File: src/rtl/hsc_defines.vh
`ifndef HSC_DEFINES_VH
`define HSC_DEFINES_VH
// register byte offsets
`define HSC_OFF_CTRL 6'h00
`define HSC_OFF_MODE 6'h04
`define HSC_OFF_TARGET 6'h08
`define HSC_OFF_CNT_LO 6'h0c
`define HSC_OFF_CNT_HI 6'h10
`define HSC_OFF_STATUS 6'h14
`define HSC_OFF_IRQ_EN 6'h18
`define HSC_OFF_IRQ_CLR 6'h1c
`define HSC_OFF_CMP_CMD 6'h20
// control register bit positions
`define HSC_CTRL_DOWN 0
`define HSC_CTRL_ENABLE 1
`define HSC_CTRL_CLEAR 2
`define HSC_CTRL_START 3
`define HSC_CTRL_W 4
// compare command register bit: arm condition
`define HSC_CMD_ARM 0
// input mode encodings
`define HSC_MODE_QUAD 2'h0
`define HSC_MODE_PDIR 2'h1
`define HSC_MODE_PFLAG 2'h2
// status / interrupt bits
`define HSC_ST_MATCH 0
`define HSC_ST_RESULT 1
`define HSC_ST_W 2
// axi responses
`define HSC_RESP_OKAY 2'h0
`define HSC_RESP_SLVERR 2'h2
`endif

File: src/rtl/hsc_counter.v
// Overview of operation
// - mode word selects three input modes
// - mode 0 counts a/b two-phase pair
// - mode 1: a pulses, b sets direction
// - mode 2: a pulses, flag sets direction
// - direction flag off up, on down
// - counts only while enabled, else holds
// - clear flag zeroes the count
// - start flag effective only while enabled
// - match status when count equals target
// - count readable as low/high words
// - arrival onto target latches result output
// - compare armed on command rising edge
`timescale 1ns/1ns
`include "hsc_defines.vh"
module hsc_counter (
  // single clock, asynchronous active-low reset
  input wire ref_clk,
  input wire rst_n,
  // encoder pins, asynchronous to ref_clk
  input wire enc_a,
  input wire enc_b,
  // write address channel; six bits reach the ninth word offset
  input wire [5:0] s_axi_awaddr,
  input wire s_axi_awvalid,
  output reg s_axi_awready,
  // write data channel
  input wire [31:0] s_axi_wdata,
  input wire [3:0] s_axi_wstrb,
  input wire s_axi_wvalid,
  output reg s_axi_wready,
  // write response channel
  output reg [1:0] s_axi_bresp,
  output reg s_axi_bvalid,
  input wire s_axi_bready,
  // read address channel
  input wire [5:0] s_axi_araddr,
  input wire s_axi_arvalid,
  output reg s_axi_arready,
  // read data channel
  output reg [31:0] s_axi_rdata,
  output reg [1:0] s_axi_rresp,
  output reg s_axi_rvalid,
  input wire s_axi_rready,
  // latched compare result and level interrupt
  output reg compare_result,
  output reg irq
);
  // register map, byte offsets:
  //   0x00 control: start b3, clear b2, enable b1, down b0
  //   0x04 input mode, 0x08 target, 0x0c/0x10 count low/high half
  //   0x14 status: running b3, armed b2, result event b1, match event b0
  //   0x18 interrupt enable, 0x1c interrupt clear (reads zero)
  //   0x20 compare command: result b1 (read only), arm b0
  // software-visible state
  reg [`HSC_CTRL_W-1:0] ctrl; // down, enable, clear, start
  reg [1:0] input_mode_word; // input mode select
  reg [31:0] target; // compare value
  reg cmd_arm; // compare command condition level
  reg cmd_arm_q; // previous condition, for edge
  reg cmp_active; // comparison running
  reg running; // start taken while enabled
  reg [31:0] hs_count_value; // the count itself
  reg [`HSC_ST_W-1:0] status; // sticky events
  reg [`HSC_ST_W-1:0] irq_en; // interrupt enables
  reg match_q; // previous equality, for event edge
  // write channel holding: each half parks here until its partner arrives
  reg [5:0] aw_addr; // captured write address
  reg aw_full; // address parked
  reg [31:0] w_data; // captured write data
  reg [3:0] w_strb; // captured byte lanes
  reg w_full; // data parked
  // decode outputs and combinational helpers
  wire step; // one counted edge this cycle
  wire step_down; // direction of that edge
  wire wr_fire; // parked write commits now
  wire [31:0] next_count; // count after the pending step
  wire count_eq; // count sits on the target
  wire arrive; // a counted step lands on the target
  wire [`HSC_ST_W-1:0] ev; // event bits raised this cycle
  reg [`HSC_ST_W-1:0] clr_mask; // bits software clears this cycle

  // address decode helper, shared by read and write sides
  // holes and misaligned offsets fall outside this list and answer slverr
  function known_addr;
    input [5:0] a;
    begin
      known_addr = (a == `HSC_OFF_CTRL) || (a == `HSC_OFF_MODE) ||
                   (a == `HSC_OFF_TARGET) || (a == `HSC_OFF_CNT_LO) ||
                   (a == `HSC_OFF_CNT_HI) || (a == `HSC_OFF_STATUS) ||
                   (a == `HSC_OFF_IRQ_EN) || (a == `HSC_OFF_IRQ_CLR) ||
                   (a == `HSC_OFF_CMP_CMD);
    end
  endfunction

  // pin synchronising and mode decode
  // pin to count takes four clocks; edges closer than one clock can be lost
  hsc_input_decode u_dec (
    .ref_clk(ref_clk),
    .rst_n(rst_n),
    .a_in(enc_a),
    .b_in(enc_b),
    .mode(input_mode_word),
    .down_flag(ctrl[`HSC_CTRL_DOWN]),
    .step(step),
    .step_down(step_down)
  );

  // write fires once both address and data are held and no response pends
  // holding off while bvalid stands keeps a second write from overrunning
  assign wr_fire = aw_full & w_full & ~s_axi_bvalid;

  // up or down by one; wraps modulo 2^32
  // no saturation: a run down from zero wraps to all ones
  assign next_count = step_down ? hs_count_value - 32'h0000_0001 :
                      hs_count_value + 32'h0000_0001;

  assign count_eq = (hs_count_value == target);
  // neighbour-step arrival: only a real step onto the target counts;
  // a held clear swallows the step, so it swallows the arrival too
  assign arrive = cmp_active & step & ctrl[`HSC_CTRL_ENABLE] & running &
                  ~ctrl[`HSC_CTRL_CLEAR] & (next_count == target);
  // bit 1: arrival event, bit 0: equality became true
  assign ev = {arrive, count_eq & ~match_q};

  // aw/w capture, either order, one write at a time
  // either channel may arrive first; both park until the pair is complete
  always @(posedge ref_clk or negedge rst_n) begin
    if (!rst_n) begin
      aw_full <= 1'b0;
      w_full <= 1'b0;
      aw_addr <= 6'h00;
      w_data <= 32'h0000_0000;
      w_strb <= 4'h0;
      s_axi_awready <= 1'b0;
      s_axi_wready <= 1'b0;
    end else begin
      // ready is registered and would lag the full flag by one edge;
      // the handshake term drops it at once so nothing is taken twice
      s_axi_awready <= ~aw_full & ~(s_axi_awvalid & s_axi_awready);
      s_axi_wready <= ~w_full & ~(s_axi_wvalid & s_axi_wready);
      if (s_axi_awvalid & s_axi_awready) begin
        aw_full <= 1'b1;
        aw_addr <= s_axi_awaddr;
      end else if (wr_fire) begin
        aw_full <= 1'b0;
      end
      if (s_axi_wvalid & s_axi_wready) begin
        w_full <= 1'b1;
        w_data <= s_axi_wdata;
        w_strb <= s_axi_wstrb;
      end else if (wr_fire) begin
        w_full <= 1'b0;
      end
    end
  end

  // write response; unmapped addresses answer slverr
  // unmapped writes still complete, with no side effect
  // bvalid stands until bready is sampled high
  always @(posedge ref_clk or negedge rst_n) begin
    if (!rst_n) begin
      s_axi_bvalid <= 1'b0;
      s_axi_bresp <= `HSC_RESP_OKAY;
    end else if (wr_fire) begin
      s_axi_bvalid <= 1'b1;
      s_axi_bresp <= known_addr(aw_addr) ? `HSC_RESP_OKAY : `HSC_RESP_SLVERR;
    end else if (s_axi_bready) begin
      s_axi_bvalid <= 1'b0;
    end
  end

  // register writes; low byte lane carries all control fields
  // a write with lane 0 off leaves every control field untouched
  always @(posedge ref_clk or negedge rst_n) begin
    if (!rst_n) begin
      ctrl <= {`HSC_CTRL_W{1'b0}};
      input_mode_word <= `HSC_MODE_QUAD;
      target <= 32'h0000_0000;
      cmd_arm <= 1'b0;
      irq_en <= {`HSC_ST_W{1'b0}};
    end else begin
      if (wr_fire && w_strb[0]) begin
        case (aw_addr)
          `HSC_OFF_CTRL: ctrl <= w_data[`HSC_CTRL_W-1:0];
          `HSC_OFF_MODE: input_mode_word <= w_data[1:0];
          `HSC_OFF_IRQ_EN: irq_en <= w_data[`HSC_ST_W-1:0];
          `HSC_OFF_CMP_CMD: cmd_arm <= w_data[`HSC_CMD_ARM];
          default: begin
            // other offsets handled elsewhere or ignored
          end
        endcase
      end
      // target written per byte lane so partial loads work
      // target may change while armed; the next arrival uses the new value
      if (wr_fire && aw_addr == `HSC_OFF_TARGET) begin
        if (w_strb[0]) target[7:0] <= w_data[7:0];
        if (w_strb[1]) target[15:8] <= w_data[15:8];
        if (w_strb[2]) target[23:16] <= w_data[23:16];
        if (w_strb[3]) target[31:24] <= w_data[31:24];
      end
    end
  end

  // the counter: clear first, then enabled counting
  // clear is a level: the count stays at zero for as long as it is set
  always @(posedge ref_clk or negedge rst_n) begin
    if (!rst_n) begin
      hs_count_value <= 32'h0000_0000;
      running <= 1'b0;
    end else begin
      // start only latches while enable is on; dropping enable stops it
      // running survives start going low, so start acts as a request
      if (!ctrl[`HSC_CTRL_ENABLE])
        running <= 1'b0;
      else if (ctrl[`HSC_CTRL_START])
        running <= 1'b1;
      if (ctrl[`HSC_CTRL_CLEAR])
        hs_count_value <= 32'h0000_0000;
      else if (ctrl[`HSC_CTRL_ENABLE] && running && step)
        hs_count_value <= next_count;
    end
  end

  // compare arming on a rising condition; result latches on arrival
  // arming again clears the result; nothing else ever drops it
  always @(posedge ref_clk or negedge rst_n) begin
    if (!rst_n) begin
      cmd_arm_q <= 1'b0;
      cmp_active <= 1'b0;
      compare_result <= 1'b0;
      // count and target both reset to zero, so equality starts out true;
      // seeding the detector high avoids a false match event after reset
      match_q <= 1'b1;
    end else begin
      cmd_arm_q <= cmd_arm;
      match_q <= count_eq;
      if (cmd_arm & ~cmd_arm_q) begin
        cmp_active <= 1'b1;
        compare_result <= 1'b0;
      end else if (arrive & ~ctrl[`HSC_CTRL_CLEAR]) begin
        compare_result <= 1'b1;
      end
    end
  end

  // clear mask from a write to the clear register
  // only a lane-0 write to the clear offset clears anything
  always @* begin
    clr_mask = {`HSC_ST_W{1'b0}};
    if (wr_fire && aw_addr == `HSC_OFF_IRQ_CLR && w_strb[0])
      clr_mask = w_data[`HSC_ST_W-1:0];
  end

  // sticky status: a new event wins over a same-cycle clear
  // irq uses the next status so it follows status with no extra lag
  always @(posedge ref_clk or negedge rst_n) begin
    if (!rst_n) begin
      status <= {`HSC_ST_W{1'b0}};
      irq <= 1'b0;
    end else begin
      status <= (status & ~clr_mask) | ev;
      irq <= |(((status & ~clr_mask) | ev) & irq_en);
    end
  end

  // read channel, one beat at a time
  // arready stays low while rvalid stands: one read in flight
  // count halves are not snapshotted; read high, low, high for coherency
  always @(posedge ref_clk or negedge rst_n) begin
    if (!rst_n) begin
      s_axi_arready <= 1'b0;
      s_axi_rvalid <= 1'b0;
      s_axi_rdata <= 32'h0000_0000;
      s_axi_rresp <= `HSC_RESP_OKAY;
    end else begin
      s_axi_arready <= ~s_axi_rvalid & ~(s_axi_arvalid & s_axi_arready);
      if (s_axi_arvalid & s_axi_arready) begin
        s_axi_rvalid <= 1'b1;
        s_axi_rresp <= known_addr(s_axi_araddr) ? `HSC_RESP_OKAY : `HSC_RESP_SLVERR;
        case (s_axi_araddr)
          `HSC_OFF_CTRL: s_axi_rdata <= {28'h0000000, ctrl};
          `HSC_OFF_MODE: s_axi_rdata <= {30'h00000000, input_mode_word};
          `HSC_OFF_TARGET: s_axi_rdata <= target;
          `HSC_OFF_CNT_LO: s_axi_rdata <= {16'h0000, hs_count_value[15:0]};
          `HSC_OFF_CNT_HI: s_axi_rdata <= {16'h0000, hs_count_value[31:16]};
          `HSC_OFF_STATUS: s_axi_rdata <= {28'h0000000, running, cmp_active, status};
          `HSC_OFF_IRQ_EN: s_axi_rdata <= {30'h00000000, irq_en};
          `HSC_OFF_CMP_CMD: s_axi_rdata <= {30'h00000000, compare_result, cmd_arm};
          default: s_axi_rdata <= 32'h0000_0000; // clear reg and holes read zero
        endcase
      end else if (s_axi_rready) begin
        s_axi_rvalid <= 1'b0;
      end
    end
  end
endmodule // hsc_counter

File: src/rtl/hsc_input_decode.v
`timescale 1ns/1ns
`include "hsc_defines.vh"
// turns synchronised a/b levels into count steps and a direction
module hsc_input_decode (
  input wire ref_clk,
  input wire rst_n,
  input wire a_in,
  input wire b_in,
  input wire [1:0] mode,
  input wire down_flag,
  output reg step,
  output reg step_down
);
  reg [1:0] a_sync; // a synchroniser
  reg [1:0] b_sync; // b synchroniser
  reg a_q; // previous synced a
  reg b_q; // previous synced b
  wire a_s;
  wire b_s;
  assign a_s = a_sync[1];
  assign b_s = b_sync[1];
  // two flops per pin; only stage two is read below
  always @(posedge ref_clk or negedge rst_n) begin
    if (!rst_n) begin
      a_sync <= 2'h0;
      b_sync <= 2'h0;
      a_q <= 1'b0;
      b_q <= 1'b0;
    end else begin
      a_sync <= {a_sync[0], a_in};
      b_sync <= {b_sync[0], b_in};
      a_q <= a_s;
      b_q <= b_s;
    end
  end
  // per-mode step decode, registered
  always @(posedge ref_clk or negedge rst_n) begin
    if (!rst_n) begin
      step <= 1'b0;
      step_down <= 1'b0;
    end else begin
      step <= 1'b0;
      step_down <= 1'b0;
      case (mode)
        `HSC_MODE_QUAD: begin
          // x4 decode: a leads b counts up, b leads a counts down
          if ((a_s ^ a_q) ^ (b_s ^ b_q)) begin
            step <= 1'b1;
            step_down <= (a_s ^ a_q) ? (a_s == b_s) : (a_s != b_s);
          end
        end
        `HSC_MODE_PDIR: begin
          // rising edge of a counts, b level picks direction
          step <= a_s & ~a_q;
          step_down <= b_s;
        end
        `HSC_MODE_PFLAG: begin
          // b ignored entirely here
          step <= a_s & ~a_q;
          step_down <= down_flag;
        end
        default: begin
          // reserved mode value: no counting
          step <= 1'b0;
        end
      endcase
    end
  end
endmodule // hsc_input_decode
File: config.mk
export PLATFORM = sky130hd
export DESIGN_NAME = hsc_counter
export DESIGN_NICKNAME = d
export VERILOG_FILES = /design/src/rtl/hsc_counter.v /design/src/rtl/hsc_input_decode.v
export VERILOG_INCLUDE_DIRS = /design/src /design/src/rtl
export SDC_FILE = /design/constraint.sdc
export NUM_CORES = 1
export LEC_CHECK = 0
export BUFFER_PORTS_ARGS = -buffer_cell sky130_fd_sc_hd__buf_4
export CAP_MARGIN = 30
export CORE_MARGIN = 1.5
export CORE_UTILIZATION = 44
export CTS_CLUSTER_SIZE = 10
export DETAILED_ROUTE_END_ITERATION = 7
export PLACE_DENSITY_LB_ADDON = 0.12
export SETUP_SLACK_MARGIN = 0.3
export SLEW_MARGIN = 20
export SYNTH_ARGS = -nofsm -noshare
export SYNTH_HDL_FRONTEND = slang
export SYNTH_SLANG_ARGS = --single-unit
File: constraint.sdc
create_clock -name ref_clk -period 7 [get_ports ref_clk]
set_input_delay 0.7 -clock ref_clk [delete_from_list [all_inputs] [get_ports ref_clk]]
set_output_delay 0.7 -clock ref_clk [all_outputs]
set_load 0.05 [all_outputs]
==> flow_metrics.py <==
metrics = {
    "die": {
        "start_util_pct": 45.1,
        "die_x_um": 159,
        "core-area_mm2": 0.0236,
        "die_h_um": 159,
        "die-area_mm2": 0.0251,
        "rows": 56,
        "pin_count": 100,
    },
    "clock_tree": {
        "clock-sinks": 172,
        "postCtsResizedCells": 0,
        "max-clock-path-buffers": 2,
        "post_cts_buffers": 0,
        "hold_buffers": 0,
        "clk_pin_slew_ps": 80,
        "htreeDepth": 4,
        "cts_buffers": 17,
        "cts_tree": "built",
        "clk_latency_ps": 440,
        "root_buffer": "clkbuf_16",
    },
    "routing": {
        "drt_iter0_drc": 813,
        "drc": 0,
        "firstDrtPassIters": 8,
        "ant_nets": 0,
        "vias": 8902,
        "vias_per_cell": 5.91,
        "post_drt_wl_per_cell_um": 21.7,
        "wl_mm": 32.7,
    },
    "power_and_ir_drop": {
        "power.share.combinational_pct": 38.3,
        "leakage_nw": 5.57,
        "switching_share_pct": 39.7,
        "p_switching_mw": 1.56,
        "pwr-share-seq_pct": 37.8,
        "p_int_mw": 2.37,
        "p_per_area_mw_per_mm2": 322,
        "vdd_drop_max_uv": 270,
        "clkPwrFrac_pct": 23.9,
    },
    "finish": {
        "drive_gt1_share_pct": 22.6,
        "final_net_count": 1266,
        "instances_no_fill": 1505,
        "diodes": 0,
        "synthToLayoutAreaGrowth_pct": 14.7,
        "final_area_mm2": 0.0122,
    },
    "timing": {
        "worst_pin_slew_ps": 898,
        "min_period_over_period_pct": 60.7,
        "maxSlewViolCount": 0,
        "fmax_mhz": 235,
        "setup_violations": 0,
        "period_minus_slack_ps": 4250,
        "skew_ps": 14.2,
        "hold_viol": 0,
        "relSlewSlack_pct": 40.1,
        "rsz0062_at_grt": "false",
        "tns_ps": 0,
    },
    "global_routing": {
        "antenna_found_initial": 0,
        "overflow": 0,
        "grt_max_degree": 104,
        "grt_pass1_wl_mm": 50.9,
        "first_global_vias": 8725,
        "groute.usage.overall_pct": 27.2,
    },
    "synthesis": {
        "async_reset_ff_share_pct": 100,
        "synth_seq_cells": 172,
        "synth-xor-area-share_pct": 8.51,
        "syn_inst": 1104,
        "synth_edf_count": 0,
        "synth_flop_cell": "dfrtp_1",
        "synthSimpleGateAreaFrac_pct": 16.4,
        "synth_area_per_cell_um2": 9.64,
        "syn_area_mm2": 0.0106,
        "synth_cell_types": 94,
        "synth_mux_area_share_pct": 8.90,
        "synthAdderAreaFrac_pct": 4.30,
        "ys_warn_count": 0,
        "synth_compound_area_share_pct": 17.5,
        "synth_top_family_by_area": "compound AO/OA/AOI/OAI gates",
        "yosysSeqAreaShare_pct": 40.5,
    },
    "place": {
        "gp_congestion": 0.970,
        "dp.cells": 1468,
        "port_buffers": 97,
        "place_area_mm2": 0.0115,
        "hpwl_mm": 24.9,
    },
    "setup_path": {
        "worstPathMaxFanout": 24,
        "slowest_stage": "dfrtp_1",
        "crit_chain": "buf_4, inv_1, fa_1, nand2b_1, a211oi_2, o211ai_1, o21ai_2, a21oi_1, xnor3_1, nor4_1, and4_1, nand4_1, o41ai_2",
        "critPathCaptureType": "flop",
        "critical_path_class": "reg2reg",
        "r2r_cells": 13,
        "reg2reg_from": "u_dec.step_down",
        "startpoint_type": "flop",
        "max_stage_delay_ps": 570,
        "r2r_end": "irq",
        "rrSetupSlack_ps": 2750,
        "cp_data_required_time_ps": 7340,
        "worstPathArrival_ps": 4590,
    },
    "worst_hold_path": {
        "hp-class": "in2async",
    },
    "run": {
        "max-cap-violations": 0,
    },
    "outcome": {
        "status": "complete, no violations",
    },
}
-- state kept, by name, summed over array words and instances (netlist names), 2 cells and up --
signal,flops
w_data,32
irq_en,2
s_axi_rdata,32
status,2
hs_count_value,32
aw_addr,6
w_strb,4
target,32
ctrl,4
input_mode_word,2
u_dec.b_sync,2
u_dec.a_sync,2
-- per-layer routing --
metal | GRT usage [%] | vias to the layer above | wire length, um
met5 | 0 | - | 0
met4 | 11.0 | 0 | 976
met3 | 4.93 | 48 | 2310
met2 | 41.6 | 320 | 14600
met1 | 38.1 | 4388 | 14800
li1 | - | 4146 | -
-- through the flow --
stage	total power, mW	hold WS (ps)	utilization, %	setup WS, ps
3_5_place_dp	2.97	344	48.8	2870
2_1_floorplan	2.54	331	-	3340
4_1_cts	3.92	354	51.3	2840
5_1_grt	4.15	98.2	51.7	2500
6_report	3.93	96.1	51.7	2750
3_3_place_gp	2.96	333	48.8	2920
-- logic make-up (layout without fill, tap and decap cells) --
| logic type | count (synthesis) | after routing |
|---|---|---|
| buffers and inverters | 87 | 168 |
| AOI/OAI and AO/OA | 274 | 274 |
| muxes | 85 | 85 |
| DFF | 172 | 172 |
| other | 1 | 2 |
| and+or+nand+nor | 354 | 354 |
| xor gates and xnor gates | 95 | 95 |
| adders and majority gates | 36 | 36 |
-- power groups by stage --
stage | Sequential (mW) | Combinational, mW | Clock [mW]
finish | 1.49 | 1.51 | 0.939
floorplan | 1.45 | 1.09 | 0
CTS | 1.48 | 1.48 | 0.958
global route | 1.52 | 1.63 | 0.999
detailed placement | 1.50 | 1.47 | 0
global placement | 1.49 | 1.47 | 0
-- layout make-up --
| cell class | count | area (um2) |
|---|---|---|
| well taps | 319 | 399 |
| repair buffers | 110 | 882 |
| multi-input cells | 846 | 5940 |
| fillers | 2185 | 11400 |
| flip-flops and latches | 172 | 4310 |
| clock inverters | 14 | 146 |
| clock buffers | 18 | 439 |
| inverters | 26 | 97.6 |
-- cell usage after synthesis (15+ instances only) --
cell type / instances / area [um2]
clkbuf_1: 37 / 139
dfrtp_1: 171 / 4280
nor2_1: 50 / 188
ha_1: 35 / 438
nor4_1: 18 / 113
inv_1: 26 / 97.6
nor3_1: 15 / 75.1
nand4_1: 18 / 113
o21ai_0: 78 / 390
nand2_1: 156 / 586
xnor2_1: 49 / 429
mux2_2: 77 / 867
a21oi_1: 70 / 350
nand3_1: 19 / 95.1
xor2_1: 41 / 359
-- worst max-delay path: cells and delay by family, from the launching register on --
kind	cells	cell delay, ps
buffers and inverters	2	480
XOR/XNOR	1	250
AO/OA/AOI/OAI	5	1570
adder cells (fa/ha/maj)	1	410
AND/OR/NAND/NOR	4	840
flip-flops	1	570
-- worst max-delay path by stage --
stage / startpoint / endpoint / slack [ps] / cells past startpoint
floorplan: u_dec.step_down / irq / 3340 / 13
global placement: u_dec.step_down / compare_result / 2920 / 12
detailed placement: u_dec.step_down / compare_result / 2870 / 12
CTS: u_dec.step_down / compare_result / 2840 / 12
global route: u_dec.step_down / irq / 2500 / 13
finish: u_dec.step_down / irq / 2750 / 13
-- layout by cell type, fill, tap and decap left out, types with 6 or more instances in the layout --
master,synthesis,routed
a21o_1,13,13
buf_4,7,106
a21oi_2,6,6
o211ai_1,12,12
a211oi_1,6,6
mux2i_1,8,8
and3_1,13,13
o21ai_0,78,78
xor2_1,41,41
a221oi_1,8,8
nor2_1,50,50
nand4_1,18,18
inv_1,26,26
dfrtp_1,171,171
a21oi_1,70,70
clkbuf_16,0,17
nor4_1,18,18
nor3_1,15,15
nand3_1,19,19
nand2_1,156,155
a222oi_1,12,12
a22oi_1,6,6
mux2_2,77,77
xnor2_1,49,49
ha_1,35,35
nand2b_1,12,12
Power figures use the tool's default switching activity.
